===== config.mk =====
export PLATFORM = sky130hd
export DESIGN_NAME = gpib_port
export DESIGN_NICKNAME = d
export VERILOG_FILES = /design/src/hdl/gpib_pkg.sv /design/src/hdl/byte_fifo.sv /design/src/hdl/gpib_port.sv
export SDC_FILE = /design/constraint.sdc
export NUM_CORES = 1
export LEC_CHECK = 0
export ABC_AREA = 1
export BUFFER_PORTS_ARGS = -buffer_cell sky130_fd_sc_hd__buf_2
export CORE_MARGIN = 3
export CORE_UTILIZATION = 65
export CTS_BUF_LIST = sky130_fd_sc_hd__clkbuf_4 sky130_fd_sc_hd__clkbuf_8
export DETAILED_ROUTE_END_ITERATION = 6
export PLACE_DENSITY = 0.91
export SLEW_MARGIN = 5
export SYNTH_ARGS = -nofsm -noshare
export SYNTH_HDL_FRONTEND = slang
export SYNTH_SLANG_ARGS = --single-unit

===== constraint.sdc =====
create_clock -name I_CORE_CLK -period 5.2 [get_ports I_CORE_CLK]
set_input_delay 1.3 -clock I_CORE_CLK [delete_from_list [all_inputs] [get_ports I_CORE_CLK]]
set_output_delay 1.3 -clock I_CORE_CLK [all_outputs]
set_load 0.005 [all_outputs]

===== src/hdl/gpib_pkg.sv =====
// Purpose: shared constants for the instrument-side bus port
// Assumes: 7-bit command codes, bus lines in negative logic at the pins
// Notes: state codes are Gray along the usual acceptor path; source SRC_VALID back to SRC_IDLE flips both bits
package gpib_pkg;
   // address field
   localparam int ADDR_W = 5;
   localparam int CMD_W = 7;
   // addressed command groups, upper two bits of a command byte
   localparam logic [1:0] LISTEN_GRP = 2'h1;
   localparam logic [1:0] TALK_GRP = 2'h2;
   // universal and addressed interface commands
   localparam logic [6:0] CMD_UNLISTEN = 7'h3F;
   localparam logic [6:0] CMD_UNTALK = 7'h5F;
   localparam logic [6:0] CMD_DEV_CLEAR = 7'h14;
   localparam logic [6:0] CMD_SEL_CLEAR = 7'h04;
   localparam logic [6:0] CMD_TRIGGER = 7'h08;
   localparam logic [6:0] CMD_TO_LOCAL = 7'h01;
   localparam logic [6:0] CMD_LOCKOUT = 7'h11;
   localparam logic [6:0] CMD_POLL_ON = 7'h18;
   localparam logic [6:0] CMD_POLL_OFF = 7'h19;
   // response terminator
   localparam logic [7:0] LINE_FEED = 8'h0A;
   // status byte bit that reports a pending service request
   localparam int RQS_BIT = 6;
   // receive buffer shape
   localparam int RX_WIDTH = 9;
   localparam int RX_DEPTH = 16;
   // acceptor handshake states
   typedef enum logic [1:0] {
      ACC_IDLE = 2'h0,
      ACC_READY = 2'h1,
      ACC_DONE = 2'h3
   } acc_state_e;
   // source handshake states
   typedef enum logic [1:0] {
      SRC_IDLE = 2'h0,
      SRC_SETUP = 2'h1,
      SRC_VALID = 2'h3
   } src_state_e;
endpackage


===== src/hdl/byte_fifo.sv =====
// Purpose: synchronous FIFO for received bus bytes
// Assumes: one clock, synchronous active-high reset and flush
// Notes: DEPTH must be a power of two
`timescale 1ns/1ps
`default_nettype none
module byte_fifo #(
   parameter int WIDTH = 9,
   parameter int DEPTH = 16
) (
   // system
   input wire logic i_clk,
   input wire logic i_rst,
   input wire logic i_flush,
   // fill side
   input wire logic [WIDTH-1:0] i_data,
   input wire logic i_valid,
   output logic o_ready,
   // drain side
   output logic [WIDTH-1:0] o_data,
   output logic o_valid,
   input wire logic i_ready
);
   localparam int AW = $clog2(DEPTH);
   localparam logic [AW:0] FULL_COUNT = (AW+1)'(DEPTH);

   logic [WIDTH-1:0] mem [DEPTH];
   logic [AW:0] wr_ptr;
   logic [AW:0] rd_ptr;
   logic [AW:0] used;
   logic push;
   logic pop;

   // occupancy from the pointer difference, extra bit tells full from empty
   assign used = wr_ptr - rd_ptr;
   assign o_ready = (used != FULL_COUNT);
   assign o_valid = (used != '0);
   assign push = i_valid && o_ready;
   assign pop = o_valid && i_ready;
   assign o_data = mem[rd_ptr[AW-1:0]];

   // storage, no reset needed for the data words
   always_ff @(posedge i_clk) begin
      if (push) begin
         mem[wr_ptr[AW-1:0]] <= i_data;
      end
   end

   // pointers; flush drops everything held
   always_ff @(posedge i_clk) begin
      if (i_rst || i_flush) begin
         wr_ptr <= '0;
         rd_ptr <= '0;
      end else begin
         if (push) begin
            wr_ptr <= wr_ptr + 1'b1;
         end
         if (pop) begin
            rd_ptr <= rd_ptr + 1'b1;
         end
      end
   end
endmodule
`default_nettype wire


===== src/hdl/gpib_port.sv =====
// Purpose: instrument-side bus port: handshakes, addressing, interface messages
// Assumes: bus pins synchronous to I_CORE_CLK, negative logic on all bus lines
// Notes: one-way handshake lines are open drain, only the enable matters
`timescale 1ns/1ps
`default_nettype none
module gpib_port #(
   parameter int FIFO_DEPTH = gpib_pkg::RX_DEPTH
) (
   // system
   input wire logic I_CORE_CLK,
   input wire logic I_RST,
   // data lines
   input wire logic [7:0] I_DIO_N,
   output logic [7:0] O_DIO_N,
   output logic O_DIO_OE,
   // handshake lines
   input wire logic I_DAV_N,
   output logic O_DAV_N,
   output logic O_DAV_OE,
   input wire logic I_NRFD_N,
   output logic O_NRFD_N,
   output logic O_NRFD_OE,
   input wire logic I_NDAC_N,
   output logic O_NDAC_N,
   output logic O_NDAC_OE,
   // management lines
   input wire logic I_ATN_N,
   input wire logic I_IFC_N,
   input wire logic I_REN_N,
   input wire logic I_EOI_N,
   output logic O_EOI_N,
   output logic O_EOI_OE,
   output logic O_SRQ_N,
   output logic O_SRQ_OE,
   // configuration
   input wire logic [gpib_pkg::ADDR_W-1:0] I_BUS_ADDR,
   // received text stream
   output logic [7:0] O_RX_DATA,
   output logic O_RX_END,
   output logic O_RX_VALID,
   input wire logic I_RX_READY,
   // response stream
   input wire logic [7:0] I_TX_DATA,
   input wire logic I_TX_LAST,
   input wire logic I_TX_VALID,
   output logic O_TX_READY,
   // status and service
   input wire logic [7:0] I_STATUS_BYTE,
   input wire logic I_SERVICE_REQ,
   input wire logic I_PANEL_LOCAL,
   // events and state
   output logic O_DEV_CLEAR,
   output logic O_TRIGGER,
   output logic O_REMOTE,
   output logic O_LOCKOUT,
   output logic O_LISTEN,
   output logic O_TALK,
   output logic O_SERIAL_POLL
);
   gpib_pkg::acc_state_e acc;
   gpib_pkg::src_state_e src;
   logic atn, ifc, ren, dav, others_busy, ndac_low, eoi_in;
   logic [7:0] bus_byte;
   logic [6:0] cmd;
   logic listen, talk, poll_mode, remote, lockout;
   logic take, ready_ok, latch, cmd_take, rx_push, rx_ready;
   logic is_mla, is_mta, other_talk;
   logic dev_clear, trigger;
   logic [7:0] dio_out;
   logic eoi_out, lf_pending, stb_sent, stb_out, rqs, svc_q;
   logic tx_active, tx_take;

   // matches a command byte against this device's address in a group
   function automatic logic addr_hit(input logic [6:0] c, input logic [1:0] grp,
                                     input logic [gpib_pkg::ADDR_W-1:0] adr);
      addr_hit = (c == {grp, adr});
   endfunction

   // bus lines are negative logic; turn them into active-high terms
   assign atn = ~I_ATN_N;
   assign ifc = ~I_IFC_N;
   assign ren = ~I_REN_N;
   assign dav = ~I_DAV_N;
   assign others_busy = ~I_NRFD_N;
   assign ndac_low = ~I_NDAC_N;
   assign eoi_in = ~I_EOI_N;
   assign bus_byte = ~I_DIO_N;
   assign cmd = bus_byte[6:0];

   // every device takes part while attention is up; text only if listening
   assign take = atn || listen;
   // commands are never held off; text waits for buffer room
   assign ready_ok = atn || rx_ready;
   assign latch = (acc == gpib_pkg::ACC_READY) && take && dav && ready_ok;
   assign cmd_take = latch && atn;
   assign rx_push = latch && !atn && listen;

   // address recognition
   assign is_mla = addr_hit(cmd, gpib_pkg::LISTEN_GRP, I_BUS_ADDR) &&
                   (cmd != gpib_pkg::CMD_UNLISTEN);
   assign is_mta = addr_hit(cmd, gpib_pkg::TALK_GRP, I_BUS_ADDR) &&
                   (cmd != gpib_pkg::CMD_UNTALK);
   assign other_talk = (cmd[6:5] == gpib_pkg::TALK_GRP) && !is_mta;

   // acceptor handshake, sequenced here with no firmware in the loop
   always_ff @(posedge I_CORE_CLK) begin
      if (I_RST || ifc) begin
         acc <= gpib_pkg::ACC_IDLE;
      end else begin
         unique case (acc)
            gpib_pkg::ACC_IDLE: begin
               if (take) begin
                  acc <= gpib_pkg::ACC_READY;
               end
            end
            gpib_pkg::ACC_READY: begin
               if (!take) begin
                  acc <= gpib_pkg::ACC_IDLE;
               end else if (latch) begin
                  acc <= gpib_pkg::ACC_DONE;
               end
            end
            gpib_pkg::ACC_DONE: begin
               // finish the byte even if attention changed meanwhile
               if (!dav) begin
                  acc <= take ? gpib_pkg::ACC_READY : gpib_pkg::ACC_IDLE;
               end
            end
            default: begin
               acc <= gpib_pkg::ACC_IDLE;
            end
         endcase
      end
   end

   // acceptor pin drive: open drain, only the enables carry information
   assign O_NRFD_OE = ((acc == gpib_pkg::ACC_READY) && !ready_ok) ||
                      (acc == gpib_pkg::ACC_DONE);
   assign O_NDAC_OE = (acc == gpib_pkg::ACC_READY);
   assign O_NRFD_N = 1'b0;
   assign O_NDAC_N = 1'b0;

   // listener addressing; own talk address unaddresses the listener
   always_ff @(posedge I_CORE_CLK) begin
      if (I_RST || ifc) begin
         listen <= 1'b0;
      end else if (cmd_take) begin
         if (cmd == gpib_pkg::CMD_UNLISTEN) begin
            listen <= 1'b0;
         end else if (is_mla) begin
            listen <= 1'b1;
         end else if (is_mta) begin
            listen <= 1'b0;
         end
      end
   end

   // talker addressing; another talker's address or own listen drops it
   always_ff @(posedge I_CORE_CLK) begin
      if (I_RST || ifc) begin
         talk <= 1'b0;
      end else if (cmd_take) begin
         if (cmd == gpib_pkg::CMD_UNTALK || other_talk || is_mla) begin
            talk <= 1'b0;
         end else if (is_mta) begin
            talk <= 1'b1;
         end
      end
   end

   // serial poll mode
   always_ff @(posedge I_CORE_CLK) begin
      if (I_RST || ifc) begin
         poll_mode <= 1'b0;
      end else if (cmd_take && cmd == gpib_pkg::CMD_POLL_ON) begin
         poll_mode <= 1'b1;
      end else if (cmd_take && cmd == gpib_pkg::CMD_POLL_OFF) begin
         poll_mode <= 1'b0;
      end
   end

   // one-cycle events for the instrument; selected clear needs listener state
   always_ff @(posedge I_CORE_CLK) begin
      if (I_RST) begin
         dev_clear <= 1'b0;
         trigger <= 1'b0;
      end else begin
         dev_clear <= cmd_take && (cmd == gpib_pkg::CMD_DEV_CLEAR ||
                      (cmd == gpib_pkg::CMD_SEL_CLEAR && listen));
         trigger <= cmd_take && cmd == gpib_pkg::CMD_TRIGGER && listen;
      end
   end

   // remote/local: remote enable off forces local and lifts lockout
   always_ff @(posedge I_CORE_CLK) begin
      if (I_RST || !ren) begin
         remote <= 1'b0;
         lockout <= 1'b0;
      end else begin
         if (cmd_take && cmd == gpib_pkg::CMD_LOCKOUT) begin
            lockout <= 1'b1;
         end
         if (cmd_take && is_mla) begin
            remote <= 1'b1;
         end else if (cmd_take && cmd == gpib_pkg::CMD_TO_LOCAL && listen) begin
            remote <= 1'b0;
         end else if (I_PANEL_LOCAL && !lockout) begin
            remote <= 1'b0;
         end
      end
   end

   // receive buffer; the end flag travels with its byte, clear empties it
   byte_fifo #(
      .WIDTH(gpib_pkg::RX_WIDTH),
      .DEPTH(FIFO_DEPTH)
   ) rx_buf (
      .i_clk(I_CORE_CLK),
      .i_rst(I_RST),
      .i_flush(dev_clear),
      .i_data({eoi_in, bus_byte}),
      .i_valid(rx_push),
      .o_ready(rx_ready),
      .o_data({O_RX_END, O_RX_DATA}),
      .o_valid(O_RX_VALID),
      .i_ready(I_RX_READY)
   );

   // source side: talks only while attention is down
   assign tx_active = talk && !atn;
   assign O_TX_READY = tx_active && !poll_mode && !lf_pending &&
                       (src == gpib_pkg::SRC_IDLE);
   assign tx_take = O_TX_READY && I_TX_VALID;

   // source handshake; data loads one cycle ahead of data valid
   always_ff @(posedge I_CORE_CLK) begin
      if (I_RST || ifc || dev_clear) begin
         src <= gpib_pkg::SRC_IDLE;
         dio_out <= 8'h00;
         eoi_out <= 1'b0;
         stb_out <= 1'b0;
      end else begin
         unique case (src)
            gpib_pkg::SRC_IDLE: begin
               if (tx_active && poll_mode && !stb_sent) begin
                  dio_out <= {I_STATUS_BYTE[7], rqs, I_STATUS_BYTE[5:0]};
                  eoi_out <= 1'b0;
                  stb_out <= 1'b1;
                  src <= gpib_pkg::SRC_SETUP;
               end else if (tx_active && !poll_mode && lf_pending) begin
                  dio_out <= gpib_pkg::LINE_FEED;
                  eoi_out <= 1'b1;
                  stb_out <= 1'b0;
                  src <= gpib_pkg::SRC_SETUP;
               end else if (tx_take) begin
                  dio_out <= I_TX_DATA;
                  eoi_out <= 1'b0;
                  stb_out <= 1'b0;
                  src <= gpib_pkg::SRC_SETUP;
               end
            end
            gpib_pkg::SRC_SETUP: begin
               // a byte cut off by attention is dropped, not repeated
               if (atn) begin
                  src <= gpib_pkg::SRC_IDLE;
               end else if (!others_busy && ndac_low) begin
                  src <= gpib_pkg::SRC_VALID;
               end
            end
            gpib_pkg::SRC_VALID: begin
               if (atn || !ndac_low) begin
                  src <= gpib_pkg::SRC_IDLE;
               end
            end
            default: begin
               src <= gpib_pkg::SRC_IDLE;
            end
         endcase
      end
   end

   // terminator pending after the last response byte
   always_ff @(posedge I_CORE_CLK) begin
      if (I_RST || ifc || dev_clear) begin
         lf_pending <= 1'b0;
      end else if (tx_take) begin
         lf_pending <= I_TX_LAST;
      end else if (src == gpib_pkg::SRC_IDLE && tx_active && !poll_mode) begin
         lf_pending <= 1'b0;
      end
   end

   // status byte goes out once after each command byte taken while polled
   always_ff @(posedge I_CORE_CLK) begin
      if (I_RST || ifc || cmd_take) begin
         stb_sent <= 1'b0;
      end else if (src == gpib_pkg::SRC_IDLE && tx_active && poll_mode) begin
         stb_sent <= 1'b1;
      end
   end

   // service request: set on a new request, cleared once polled; set wins
   always_ff @(posedge I_CORE_CLK) begin
      if (I_RST) begin
         svc_q <= 1'b0;
         rqs <= 1'b0;
      end else begin
         svc_q <= I_SERVICE_REQ;
         if (I_SERVICE_REQ && !svc_q) begin
            rqs <= 1'b1;
         end else if (src == gpib_pkg::SRC_VALID && stb_out && !ndac_low) begin
            rqs <= 1'b0;
         end
      end
   end

   // pin drive; data lines released whenever no byte is offered
   assign O_DIO_N = ~dio_out;
   assign O_DIO_OE = (src != gpib_pkg::SRC_IDLE) && !atn;
   assign O_DAV_N = 1'b0;
   assign O_DAV_OE = (src == gpib_pkg::SRC_VALID) && !atn;
   assign O_EOI_N = 1'b0;
   assign O_EOI_OE = O_DIO_OE && eoi_out;
   assign O_SRQ_N = 1'b0;
   assign O_SRQ_OE = rqs;

   // state seen by the instrument
   assign O_DEV_CLEAR = dev_clear;
   assign O_TRIGGER = trigger;
   assign O_REMOTE = remote;
   assign O_LOCKOUT = lockout;
   assign O_LISTEN = listen;
   assign O_TALK = talk;
   assign O_SERIAL_POLL = poll_mode;
endmodule
`default_nettype wire


-- Word-level counts from Yosys, hierarchy flattened
Memories as Yosys holds them, arrays and structs flattened. A register that Yosys moved wholly into a read port is not among the register bits.
Index checks and enable logic that the tools add are counted.
- flip-flop bits (word level): 35
- bits in read-only memories: 0
- bits in writable memories: 144
- output and inout bits: 37
- input port bits: 43
- memories: 1
- bits in latches: 0
- memory list (name ; depth ; bits a word ; rd ports ; clocked after Yosys merged registers in ; wr ports ; RTL line ; text):
    rx_buf.mem ; 16 ; 9 ; 1 ; 1 ; 1 ; byte_fifo.sv:26 ; logic [WIDTH-1:0] mem [DEPTH];
- shift operators: 0
- multiplexer cells: 39
- multipliers: 0
- reductions and logical operators: 76
- bitwise logic cells: 7
- add/subtract/negate cells: 3
- $lt $le $gt $ge: 0
- equality and inequality tests: 25
- div/mod/pow operators: 0
- operators by type and width (kind ; number):
    logical AND 1 bit ; 41
    == test 7 x 5 -> 1 bit, second input constant ; 4
    2-to-1 mux 8 bit ; 3
    2-to-1 mux 1 bit ; 22
    2-to-1 mux 2 bit ; 10
    NOT 8 bit ; 2
    logical OR 1 bit ; 12
    case mux 2 bit (3 select lines) ; 2
    adder 5 x 1 -> 5 bit, second input constant ; 2
    nonzero test 2 bit ; 5
    nonzero test 3 bit ; 3
    2-to-1 mux 4 bit ; 2
    == test 7 x 1 -> 1 bit, second input constant ; 1
    == test 7 x 3 -> 1 bit, second input constant ; 1
    == test 7 x 4 -> 1 bit, second input constant ; 1
    == test 7 x 6 -> 1 bit ; 1
    == test 7 x 6 -> 1 bit, second input constant ; 1
    == test 7 bit ; 1
    == test 7 bit, second input constant ; 1
    zero test 1 bit ; 7
    != test 7 x 6 -> 1 bit, second input constant ; 1
    != test 7 bit, second input constant ; 1
    == test 2 bit, second input constant ; 3
    != test 2 bit, second input constant ; 3
    other kinds (11) ; 20

-- Logic depth before layout (Yosys ltp)
Gate-level depths: netlist of run 1.
- depth in word-level cells: 10
- depth in mapped cells: 16
- mapped depth without buffers: 16

-- Modules after synthesis
A second synthesis of run 1 with hierarchy kept.
- cells, all modules: 817
- area, all modules: 8211.6 µm²
- modules (own cells, without submodules) (module ; sequential area each (µm²) ; cells each ; area each (µm²) ; instances):
    byte_fifo ; 4604.4 ; 568 ; 6657.6 ; 1
    gpib_port ; 500.5 ; 249 ; 1554.0 ; 1

-- Worst setup path before layout of run 1
No wires, ideal clock.
- path type: input to output
- start point: in I_ATN_N
- end point: out O_TX_READY
- path buffers: 0
- required time: 3900 ps
- slack: 2254 ps
- stages: 4
- data arrival time: 1646 ps
- cells stage by stage: nand2_2 -> inv_1 -> nand3_2 -> nor2_4
- word-level cells in the longest chain between the ends: 4
- RTL lines (what ; RTL line ; text):
    start: declaration ; gpib_port.sv:27 ; input wire logic I_ATN_N,
    logical AND 1 bit ; gpib_port.sv:230 ; assign tx_active = talk && !atn;
    logical AND 1 bit (3 in series) ; gpib_port.sv:231 ; assign O_TX_READY = tx_active && !poll_mode && !lf_pending &&
    end: declaration ; gpib_port.sv:46 ; output logic O_TX_READY,
No other way between the ends.

==> run metrics, run 1 <==
number of global-route vias before repair 5578; Die Span X 117 um; Worst setup SP type register; max cap viols 0; count leader, synth edfxtp_1; Final Hold Viols 0; Routed WL per cell 19.4 um; final setup fails 0; Worst Path Buf+Inv 2; Final Skew 0.0142 ns; DP Cell Count 900; DR pass1 iterations 5; Synth area leader edfxtp_1; delay-heaviest family, CP flip-flops; Mapped Avg Cell Area 11.3 sq um; Most common cell on crit path o211ai_1; crit path cell chain buf_4 -> mux2i_1 -> o211ai_1 -> o211ai_1 -> nand2_1 -> buf_2; status finished, final reports clean; RSZ-0062 raised after global routing false; switch share 25.4%; Non-Filler Instances 932; PD cells 326 nW/um^2; asr flop ratio synth 0%; DR DRC count 0; Max clock buf depth 2; post-route cell area 8830 sq um; R2R cell count 11; relative slew slack 30.4%; Final GP Congestion 0.872; Clock Root Buffer clkbuf_8; dpl hpwl 12.0 mm; most frequent cells after synthesis edfxtp_1 (144), inv_1 (93), a21oi_1 (65), nand2_1 (55), o21ai_0 (54); Final TNS setup 0 ns; Distinct cells, synth 40; CP required 3.90 ns; Syn Inst Count 706; Post-DRT Antenna Nets 0; Fmax 255 MHz; Starting Density 68.3%; sequential share of the synthesized area 63.8%; Resized cells post-CTS 0; share of total power in combinational logic 10.7%; worst hold path depth 2; fin nets 828; floorplan row count 39; synthesized area 8000 sq um; CP Class reg -> out; antenna violations before repair 0; multi-input combinational cell area 2380 sq um; min cycle time layout 3.92 ns; Worst Path Arrival 2.62 ns; Min-Delay Path Class reg -> reg; synth top area cells edfxtp_1 (54%), dfxtp_1 (9.8%), mux2i_1 (4.5%); CTS clk-pin slew, worst paths 0.10 ns; Layout Area Growth over Synthesis 10.3%; register bit total from synthesis 183; slowest stage delay, CP 1.01 ns; gr ovfl total 0; Clock Sinks 183; largest net degree at the start of global routing 91; CORE AREA 11700 sq um; critical path fanouts, max 90; IO Pins 80; Final Max Tran Viols 0; dpl cell area 8440 sq um; Seq pwr share 56.3%; Slowest-stage cell, CP dfxtp_4; Reg area 5110 sq um; Clk network pwr share 33.0%; NetSw 0.730 mW; Setup Buffers After CTS 0; critical path depth in cells 6; Port-buffer cells 73; Final Util 75.4%; Setup crit end kind output port; Post-synth EDFFs 144; Final Power 2.87 mW; n_diodes 0; internal power 2.14 mW; fin crit share 75.3%; Max IR drop VDD 0.000185 V; CTS tree yes; Filler Cells Inserted 727; DR iter-0 viols 562; worst-skew pair later-pin latency 0.45 ns; first-pass GRT wire length 28.4 mm; final wirelength 18.0 mm; CTS Buf Count 17; die area 13700 sq um; DR vias/cell 6.09; top-area cell type share of the netlist area 54.0%; P_leak 3.31 nW; slack of the critical path 1.28 ns; via count 5672; cts hold-fix bufs 0; hold_ws 0.484 ns; share of layout cells above drive strength 1 16.5%; GRT Util Overall 27.7%; dominant synthesized flop cell edfxtp_1; H-Tree Depth 4; dpl ws 1.70 ns; Die Y-Extent 117 um; Synthesis Warnings 0; worst-margin pin slew 1.04 ns
-- metal layers --
layer | track usage (%) | vias up | wire [um]
met5 | 0 | - | 0
met4 | 11.5 | 0 | 469
met3 | 4.83 | 45 | 1470
met2 | 46.0 | 325 | 9060
met1 | 36.5 | 2675 | 7030
li1 | - | 2627 | -
-- placed cells by master, fill, tap and decap left out, types with 7 or more instances in the layout --
master    Yosys  layout
o211ai_1     37      37
a21oi_1      65      65
nor3_1       11      11
dfxtp_1      39      38
inv_1        93      94
edfxtp_1    144     144
buf_2         6      73
nand3_1      29      29
xor2_1        7       7
nor2_1       42      42
mux2i_1      36      36
ha_1          9       9
clkbuf_8      0      18
nand2_1      55      55
o21ai_0      54      54
-- power by group through the flow --
stage	Clock, mW	Combinational, mW	Sequential [mW]
3_5_place_dp	0	0.301	1.65
4_1_cts	0.945	0.304	1.62
3_3_place_gp	0	0.283	1.65
6_report	0.948	0.307	1.62
2_1_floorplan	0	0.229	1.62
5_1_grt	1.00	0.340	1.62
-- flip-flops by register name, indices dropped and copies added, names as in the netlist, named ones only --
register,flops
stb_out,1
O_SERIAL_POLL,1
acc,2
src,2
rx_buf.mem,144
rx_buf.rd_ptr,5
O_SRQ_OE,1
O_LISTEN,1
dio_out,8
O_LOCKOUT,1
O_TRIGGER,1
O_DEV_CLEAR,1
stb_sent,1
eoi_out,1
svc_q,1
O_REMOTE,1
lf_pending,1
O_TALK,1
rx_buf.wr_ptr,5
-- logic make-up (layout without fill, tap and decap cells) --
kind of cell	count (synthesis)	in the layout	share of synthesized area, %
and+or+nand+nor	165	165	9.85
other	1	5	0.0469
AOI/OAI and AO/OA	173	173	12.6
muxes	36	36	4.50
xor gates and xnor gates	11	11	1.20
buffers and inverters	128	207	6.64
DFF	183	183	63.8
adders and majority gates	9	9	1.41
-- path summary, 6_finish.rpt --
path,endpoint,slack (ns),from
setup / recovery,O_RX_DATA[6],1.28,register
hold / removal,O_LOCKOUT,0.48,O_LOCKOUT
setup reg to reg,rx_buf.mem[8][3],2.11,rx_buf.rd_ptr[2]
hold reg to reg,O_LOCKOUT,0.48,O_LOCKOUT
-- cell type report --
type,instances,area share [%]
Sequential cell,183,57.9
Tap cell,143,2.03
Timing Repair Buffer,77,4.48
Inverter,98,4.22
Clock inverter,14,1.60
Multi-Input combinational cell,399,27.0
Clock buffer,18,2.81
-- worst reg2reg max path: cells and delay by family (launching register included) --
family | cells | cell delay (ns)
compound gates | 1 | 0.18
fa+ha+maj | 1 | 0.37
buf+inv | 2 | 0.28
flops | 1 | 0.43
simple gates | 7 | 1.44
(Power assumes the default switching activity.)
==> run 2: changes to the inputs <==
--- a/config.mk
+++ b/config.mk
@@ -8,10 +8,10 @@
 export ABC_AREA = 1
 export BUFFER_PORTS_ARGS = -buffer_cell sky130_fd_sc_hd__buf_2
 export CORE_MARGIN = 3
-export CORE_UTILIZATION = 65
+export CORE_UTILIZATION = 61
 export CTS_BUF_LIST = sky130_fd_sc_hd__clkbuf_4 sky130_fd_sc_hd__clkbuf_8
 export DETAILED_ROUTE_END_ITERATION = 6
-export PLACE_DENSITY = 0.91
+export PLACE_DENSITY = 0.86
 export SLEW_MARGIN = 5
 export SYNTH_ARGS = -nofsm -noshare
 export SYNTH_HDL_FRONTEND = slang
==> constraint.sdc (replaced) <==
create_clock -name I_CORE_CLK -period 4 [get_ports I_CORE_CLK]
set_input_delay 1 -clock I_CORE_CLK [delete_from_list [all_inputs] [get_ports I_CORE_CLK]]
set_output_delay 1 -clock I_CORE_CLK [all_outputs]
set_load 0.005 [all_outputs]
==> run 2 against run 1 <==
Sequential cell count unchanged. Cell area rose by 0.75%. First-iteration DRC count grew 2.0%. Sequential share of layout area is 0.43 points lower. Die area increased by 6.2%. Cell count is 3.8% higher. Worst hold slack got worse by 0.015 ns. Global-route usage decreased by 4.0 points. Largest cell class unchanged.
==> run metrics, run 2 (same netlist as run 1, synthesis figures left out) <==
status finished, final reports clean (unchanged); max cap viols 0 (unchanged); IO Pins 80 (unchanged); RSZ-0062 raised after global routing false (unchanged); crit path cell chain clkinv_1 -> buf_4 -> o21ai_0 -> o211ai_1 -> nand2_1 -> buf_2 (was buf_4 -> mux2i_1 -> o211ai_1 -> o211ai_1 -> nand2_1 -> buf_2); gr ovfl total 0 (unchanged); Starting Density 62.9% (was 68.3%); Layout Area Growth over Synthesis 11.1% (was 10.3%); Routed WL per cell 17.3 um (was 19.4 um); Setup crit end kind output port (unchanged); Final TNS setup 0 ns (unchanged); Fmax 295 MHz; Worst Path Buf+Inv 3 (was 2); slowest stage delay, CP 0.48 ns (was 1.01 ns); Slowest-stage cell, CP clkinv_1 (was dfxtp_4); flop-to-flop setup slack 1.02 ns (was 2.11 ns); DR DRC count 0 (unchanged); fin crit share 84.7%; R2R cell count 13 (was 11); CP required 3.00 ns (was 3.90 ns); PD cells 409 nW/um^2 (was 326 nW/um^2); dpl hpwl 11.4 mm (was 12.0 mm); GRT Util Overall 23.7% (was 27.7%); worst-skew pair later-pin latency 0.44 ns (was 0.45 ns); min cycle time layout 3.39 ns; Worst setup SP type register (unchanged); DR pass1 iterations 6 (was 5); cts hold-fix bufs 0 (unchanged); largest net degree at the start of global routing 82 (was 91); DR vias/cell 5.80 (was 6.09); Setup Buffers After CTS 0 (unchanged); CTS tree yes (unchanged); Resized cells post-CTS 0 (unchanged); relative slew slack 42.5% (was 30.4%); Max IR drop VDD 0.000173 V (was 0.000185 V); Final Power 3.63 mW (was 2.87 mW); CTS Buf Count 17 (unchanged); n_diodes 0 (unchanged); Worst Path Arrival 2.39 ns (was 2.62 ns); DR iter-0 viols 573 (was 562); Port-buffer cells 73 (unchanged); dpl ws 0.871 ns (was 1.70 ns); number of global-route vias before repair 5317 (was 5578); worst-margin pin slew 0.859 ns (was 1.04 ns); final wirelength 16.7 mm (was 18.0 mm); antenna violations before repair 0 (unchanged); worst hold path depth 2 (unchanged); slack of the critical path 0.614 ns (was 1.28 ns); fin nets 834 (was 828); Clock Root Buffer clkbuf_8 (unchanged); Post-DRT Antenna Nets 0 (unchanged); Hold EP stb_out (was O_LOCKOUT); Max clock buf depth 2 (unchanged); critical path fanouts, max 19 (was 90); commonest non-fill, non-tap cells in the layout edfxtp_1 (144), inv_1 (93), buf_2 (73) (was edfxtp_1 (144), inv_1 (94), buf_2 (73)); number of flip-flops in the largest register 144 (unchanged); final setup fails 0 (unchanged); most common cell after layout, fill and taps aside edfxtp_1 (unchanged); Die Y-Extent 121 um (was 117 um); Worst R2R Start rx_buf.rd_ptr[2] (unchanged); H-Tree Depth 4 (unchanged); CTS clk-pin slew, worst paths 0.09 ns (was 0.10 ns); hold_sp stb_out (was O_LOCKOUT); delay-heaviest family, CP buffers and inverters (was flip-flops); CORE AREA 12700 sq um (was 11700 sq um); P_leak 3.31 nW (about the same); Final GP Congestion 0.903 (was 0.872); Final Hold Viols 0 (unchanged); first-pass GRT wire length 26.4 mm (was 28.4 mm); CP Class reg -> out (unchanged); Min-Delay Path Class reg -> reg (unchanged); floorplan row count 41 (was 39); reg2reg end rx_buf.mem[14][6] (was rx_buf.mem[8][3]); Clock Sinks 183 (unchanged); Die Span X 121 um (was 117 um); via count 5610 (was 5672); die area 14500 sq um (was 13700 sq um); share of layout cells above drive strength 1 17.1% (was 16.5%); Final Skew 0.0133 ns (was 0.0142 ns); Final Max Tran Viols 0 (unchanged)
## run 2: cell count changes in the layout (fill, tap and decap cells not counted), moves of 2 or more
cell / change
inv_4: -6
buf_4: +5
clkinvlp_4: +4
clkbuf_4: +3
inv_6: -2
## run 2: worst max-delay path by stage
stage                         from                 to  slack [ns]  cells after the start
after global placement     I_ATN_N  rx_buf.mem[14][2]        0.91                      8
after detailed placement   I_ATN_N  rx_buf.mem[10][4]        0.87                      8
after floorplan            I_ATN_N   rx_buf.mem[0][0]        1.47                      7
final                     register       O_RX_DATA[6]        0.61                      6
after CTS                 register       O_RX_DATA[6]        0.59                      6
after global routing      register       O_RX_DATA[6]        0.42                      6
## run 2: tightest hold or removal path: stages, from the launching register on
cell and delay (ns):
dfxtp_1 0.32, nand2_1 0.06, a21oi_1 0.05
## run 2: area by class of cell
type	instances	area (sq um)
Fill cell	863	3830
Multi-Input combinational cell	399	2380
Clock inverter	12	105
Timing Repair Buffer	83	453
Sequential cell	183	5110
Inverter	98	373
Clock buffer	20	256
Tap cell	172	215
## run 2: power breakdown
| part | internal [mW] | switching [mW] | leakage, nW | total (mW) |
|---|---|---|---|---|
| Combinational | 0.155 | 0.272 | 1.53 | 0.428 |
| Sequential | 2.06 | 0.0224 | 1.61 | 2.08 |
| Clock | 0.510 | 0.617 | 0.173 | 1.13 |
## run 2: per-stage QoR
stage          instance area [sq um]  util [%]  instances  hold WS, ns
2_1_floorplan                   8020         -        710        0.430
3_3_place_gp                    8530      67.1        935        0.449
3_5_place_dp                    8530      67.1        935        0.456
4_1_cts                         8890      69.9        967        0.468
5_1_grt                         8890      69.9        967        0.503
6_report                        8890      69.9        967        0.468
## run 2: metal layers
layer	up-vias	wire, um	share of wire, %	global-route usage, %
li1	2636	-	-	-
met2	264	8470	51	38.9
met4	0	335	2.0	10.3
met5	-	0	0	0
met1	2681	6720	40	31.2
met3	29	1220	7.3	4.21
==> run 3: changes to the inputs <==
--- a/config.mk
+++ b/config.mk
@@ -8,10 +8,10 @@
 export ABC_AREA = 1
 export BUFFER_PORTS_ARGS = -buffer_cell sky130_fd_sc_hd__buf_2
 export CORE_MARGIN = 3
-export CORE_UTILIZATION = 61
+export CORE_UTILIZATION = 55
 export CTS_BUF_LIST = sky130_fd_sc_hd__clkbuf_4 sky130_fd_sc_hd__clkbuf_8
 export DETAILED_ROUTE_END_ITERATION = 6
-export PLACE_DENSITY = 0.86
+export PLACE_DENSITY = 0.82
 export SLEW_MARGIN = 5
 export SYNTH_ARGS = -nofsm -noshare
 export SYNTH_HDL_FRONTEND = slang
==> constraint.sdc (replaced) <==
create_clock -name I_CORE_CLK -period 3.1 [get_ports I_CORE_CLK]
set_input_delay 0.775 -clock I_CORE_CLK [delete_from_list [all_inputs] [get_ports I_CORE_CLK]]
set_output_delay 0.775 -clock I_CORE_CLK [all_outputs]
set_load 0.005 [all_outputs]
==> run 3 against run 2 <==
Global-route usage shrank 1.2 points. Worst setup slack got worse by 0.47 ns. Die area up 10%. Cell area rose by 1.5%. Total power is 28% higher. Critical path depth rose by 3. Clock skew down 0.0030 ns.
==> run metrics, run 3 (same netlist as run 1, synthesis figures left out) <==
status finished, final reports clean (unchanged); Final TNS setup 0 ns (unchanged); worst-skew pair later-pin latency 0.46 ns (was 0.44 ns); CP required 2.32 ns (was 3.00 ns); PD cells 516 nW/um^2 (was 409 nW/um^2); number of flip-flops in the largest register 144 (unchanged); worst hold path depth 2 (unchanged); final setup fails 0 (unchanged); Max IR drop VDD 0.000410 V (was 0.000173 V); Hold EP eoi_out (was stb_out); DP Cell Count 958 (was 935); delay-heaviest family, CP simple AND/OR/NAND/NOR gates (was buffers and inverters); Most common cell on crit path nand3_1; Die Y-Extent 127 um (was 121 um); IO Pins 80 (unchanged); Slowest-stage cell, CP dfxtp_2 (was clkinv_1); Port-buffer cells 73 (unchanged); cts hold-fix bufs 0 (unchanged); Max clock buf depth 2 (unchanged); DR DRC count 0 (unchanged); RSZ-0062 raised after global routing false (unchanged); DR pass1 iterations 7 (was 6); slack of the critical path 0.148 ns (was 0.614 ns); reg2reg end rx_buf.mem[12][0] (was rx_buf.mem[14][6]); CORE AREA 14000 sq um (was 12700 sq um); Worst Path Buf+Inv 2 (was 3); Layout Area Growth over Synthesis 12.8% (was 11.1%); CTS clk-pin slew, worst paths 0.09 ns (about the same); relative slew slack 50.2% (was 42.5%); Final GP Congestion 0.842 (was 0.903); Worst R2R Start rx_buf.rd_ptr[1] (was rx_buf.rd_ptr[2]); Worst Path Arrival 2.18 ns (was 2.39 ns); GRT Util Overall 22.5% (was 23.7%); Clock Root Buffer clkbuf_8 (unchanged); hold_sp eoi_out (was stb_out); Min-Delay Path Class reg -> reg (unchanged); commonest non-fill, non-tap cells in the layout edfxtp_1 (144), inv_1 (93), buf_2 (73) (unchanged); max cap viols 0 (unchanged); H-Tree Depth 4 (unchanged); CTS Buf Count 17 (unchanged); Worst setup SP type register (unchanged); CP Class reg -> out (unchanged); via count 5638 (was 5610); Clock Sinks 183 (unchanged); die area 16000 sq um (was 14500 sq um); first-pass GRT wire length 27.9 mm (was 26.4 mm); Die Span X 127 um (was 121 um); min cycle time layout 2.95 ns; post-route cell area 9020 sq um (was 8890 sq um); slowest stage delay, CP 0.37 ns (was 0.48 ns); fin nets 850 (was 834); critical path fanouts, max 6 (was 19); most common cell after layout, fill and taps aside edfxtp_1 (unchanged); fin crit share 95.2%; final wirelength 17.6 mm (was 16.7 mm); Final Max Tran Viols 0 (unchanged); Final Hold Viols 0 (unchanged); floorplan row count 43 (was 41); crit path cell chain inv_1 -> ha_1 -> or2_1 -> nand3_1 -> nand2_1 -> nor2_2 -> nand3_1 -> a21oi_1 -> buf_2 (was clkinv_1 -> buf_4 -> o21ai_0 -> o211ai_1 -> nand2_1 -> buf_2); number of global-route vias before repair 5681 (was 5317); worst-margin pin slew 0.746 ns (was 0.859 ns); DR vias/cell 5.69 (was 5.80); Fmax 339 MHz; Non-Filler Instances 991 (was 967); flop-to-flop setup slack 0.50 ns (was 1.02 ns); gr ovfl total 0 (unchanged); dpl hpwl 11.7 mm (was 11.4 mm); Final Skew 0.0103 ns (was 0.0133 ns); Routed WL per cell 17.8 um (was 17.3 um); share of layout cells above drive strength 1 18.9% (was 17.1%); P_leak 3.40 nW (was 3.31 nW); DR iter-0 viols 569 (was 573); R2R cell count 14 (was 13); dpl ws 0.512 ns (was 0.871 ns); hold_ws 0.460 ns (was 0.468 ns); largest net degree at the start of global routing 37 (was 82); Starting Density 57.0% (was 62.9%); n_diodes 0 (unchanged); antenna violations before repair 0 (unchanged); Setup crit end kind output port (unchanged); CTS tree yes (unchanged); Post-DRT Antenna Nets 0 (unchanged); dpl cell area 8670 sq um (was 8530 sq um)
-- run 3: timing repair --
action | in CTS | in global routing
resized for setup | 0 | 2
setup endpoints to repair | 1 | 1
buffers inserted | 1 | 0
-- run 3: layout make-up --
type	count	area (sq um)
clock buffer	21	264
clock inverter	11	77.6
fill	1051	5020
inverter	98	373
multi-input combinational	399	2380
sequential	183	5110
tap	180	225
timing repair buffer	99	593
-- run 3: worst register-to-register path, cell delays in order (launching register included) --
cell and delay (ns):
dfxtp_1 0.39, inv_1 0.08, ha_1 0.33, nand2_1 0.11, nand2_1 0.08, nand2_1 0.10, nand2_1 0.07, nand2_1 0.08
nand2_1 0.07, nand2_1 0.07, nand3_1 0.22, inv_2 0.20, nand2_1 0.14, nor2_1 0.15, buf_4 0.22
-- run 3: routing by layer --
layer  up-vias  global-route usage (%)  part of all wire (%)
met5         -                       0                     0
met4         0                    7.00                   1.4
met3        21                    5.39                   7.0
met2       231                    38.0                    50
met1      2714                    28.9                    41
li1       2672                       -                     -
-- run 3: worst max-delay path by stage --
stage	from	to	slack, ns	depth (start not counted)
floorplan	rx_buf.rd_ptr[2]	rx_buf.mem[0][0]	0.71	13
global placement	register	O_RX_DATA[2]	0.60	6
detailed placement	register	O_RX_END	0.51	6
CTS	rx_buf.rd_ptr[2]	O_NRFD_OE	0.08	9
global route	rx_buf.rd_ptr[2]	O_NRFD_OE	0.02	9
finish	rx_buf.rd_ptr[2]	O_NRFD_OE	0.15	9
-- run 3: stage by stage --
| step | power [mW] | utilization (%) |
|---|---|---|
| 2_1_floorplan | 3.10 | - |
| 3_3_place_gp | 3.26 | 61.7 |
| 3_5_place_dp | 3.29 | 61.7 |
| 4_1_cts | 4.67 | 64.3 |
| 5_1_grt | 4.85 | 64.3 |
| 6_report | 4.65 | 64.3 |
-- run 3: where the power goes --
| part | internal [mW] | switching [mW] |
|---|---|---|
| Clock | 0.589 | 0.819 |
| Sequential | 2.65 | 0.0319 |
| Combinational | 0.217 | 0.345 |
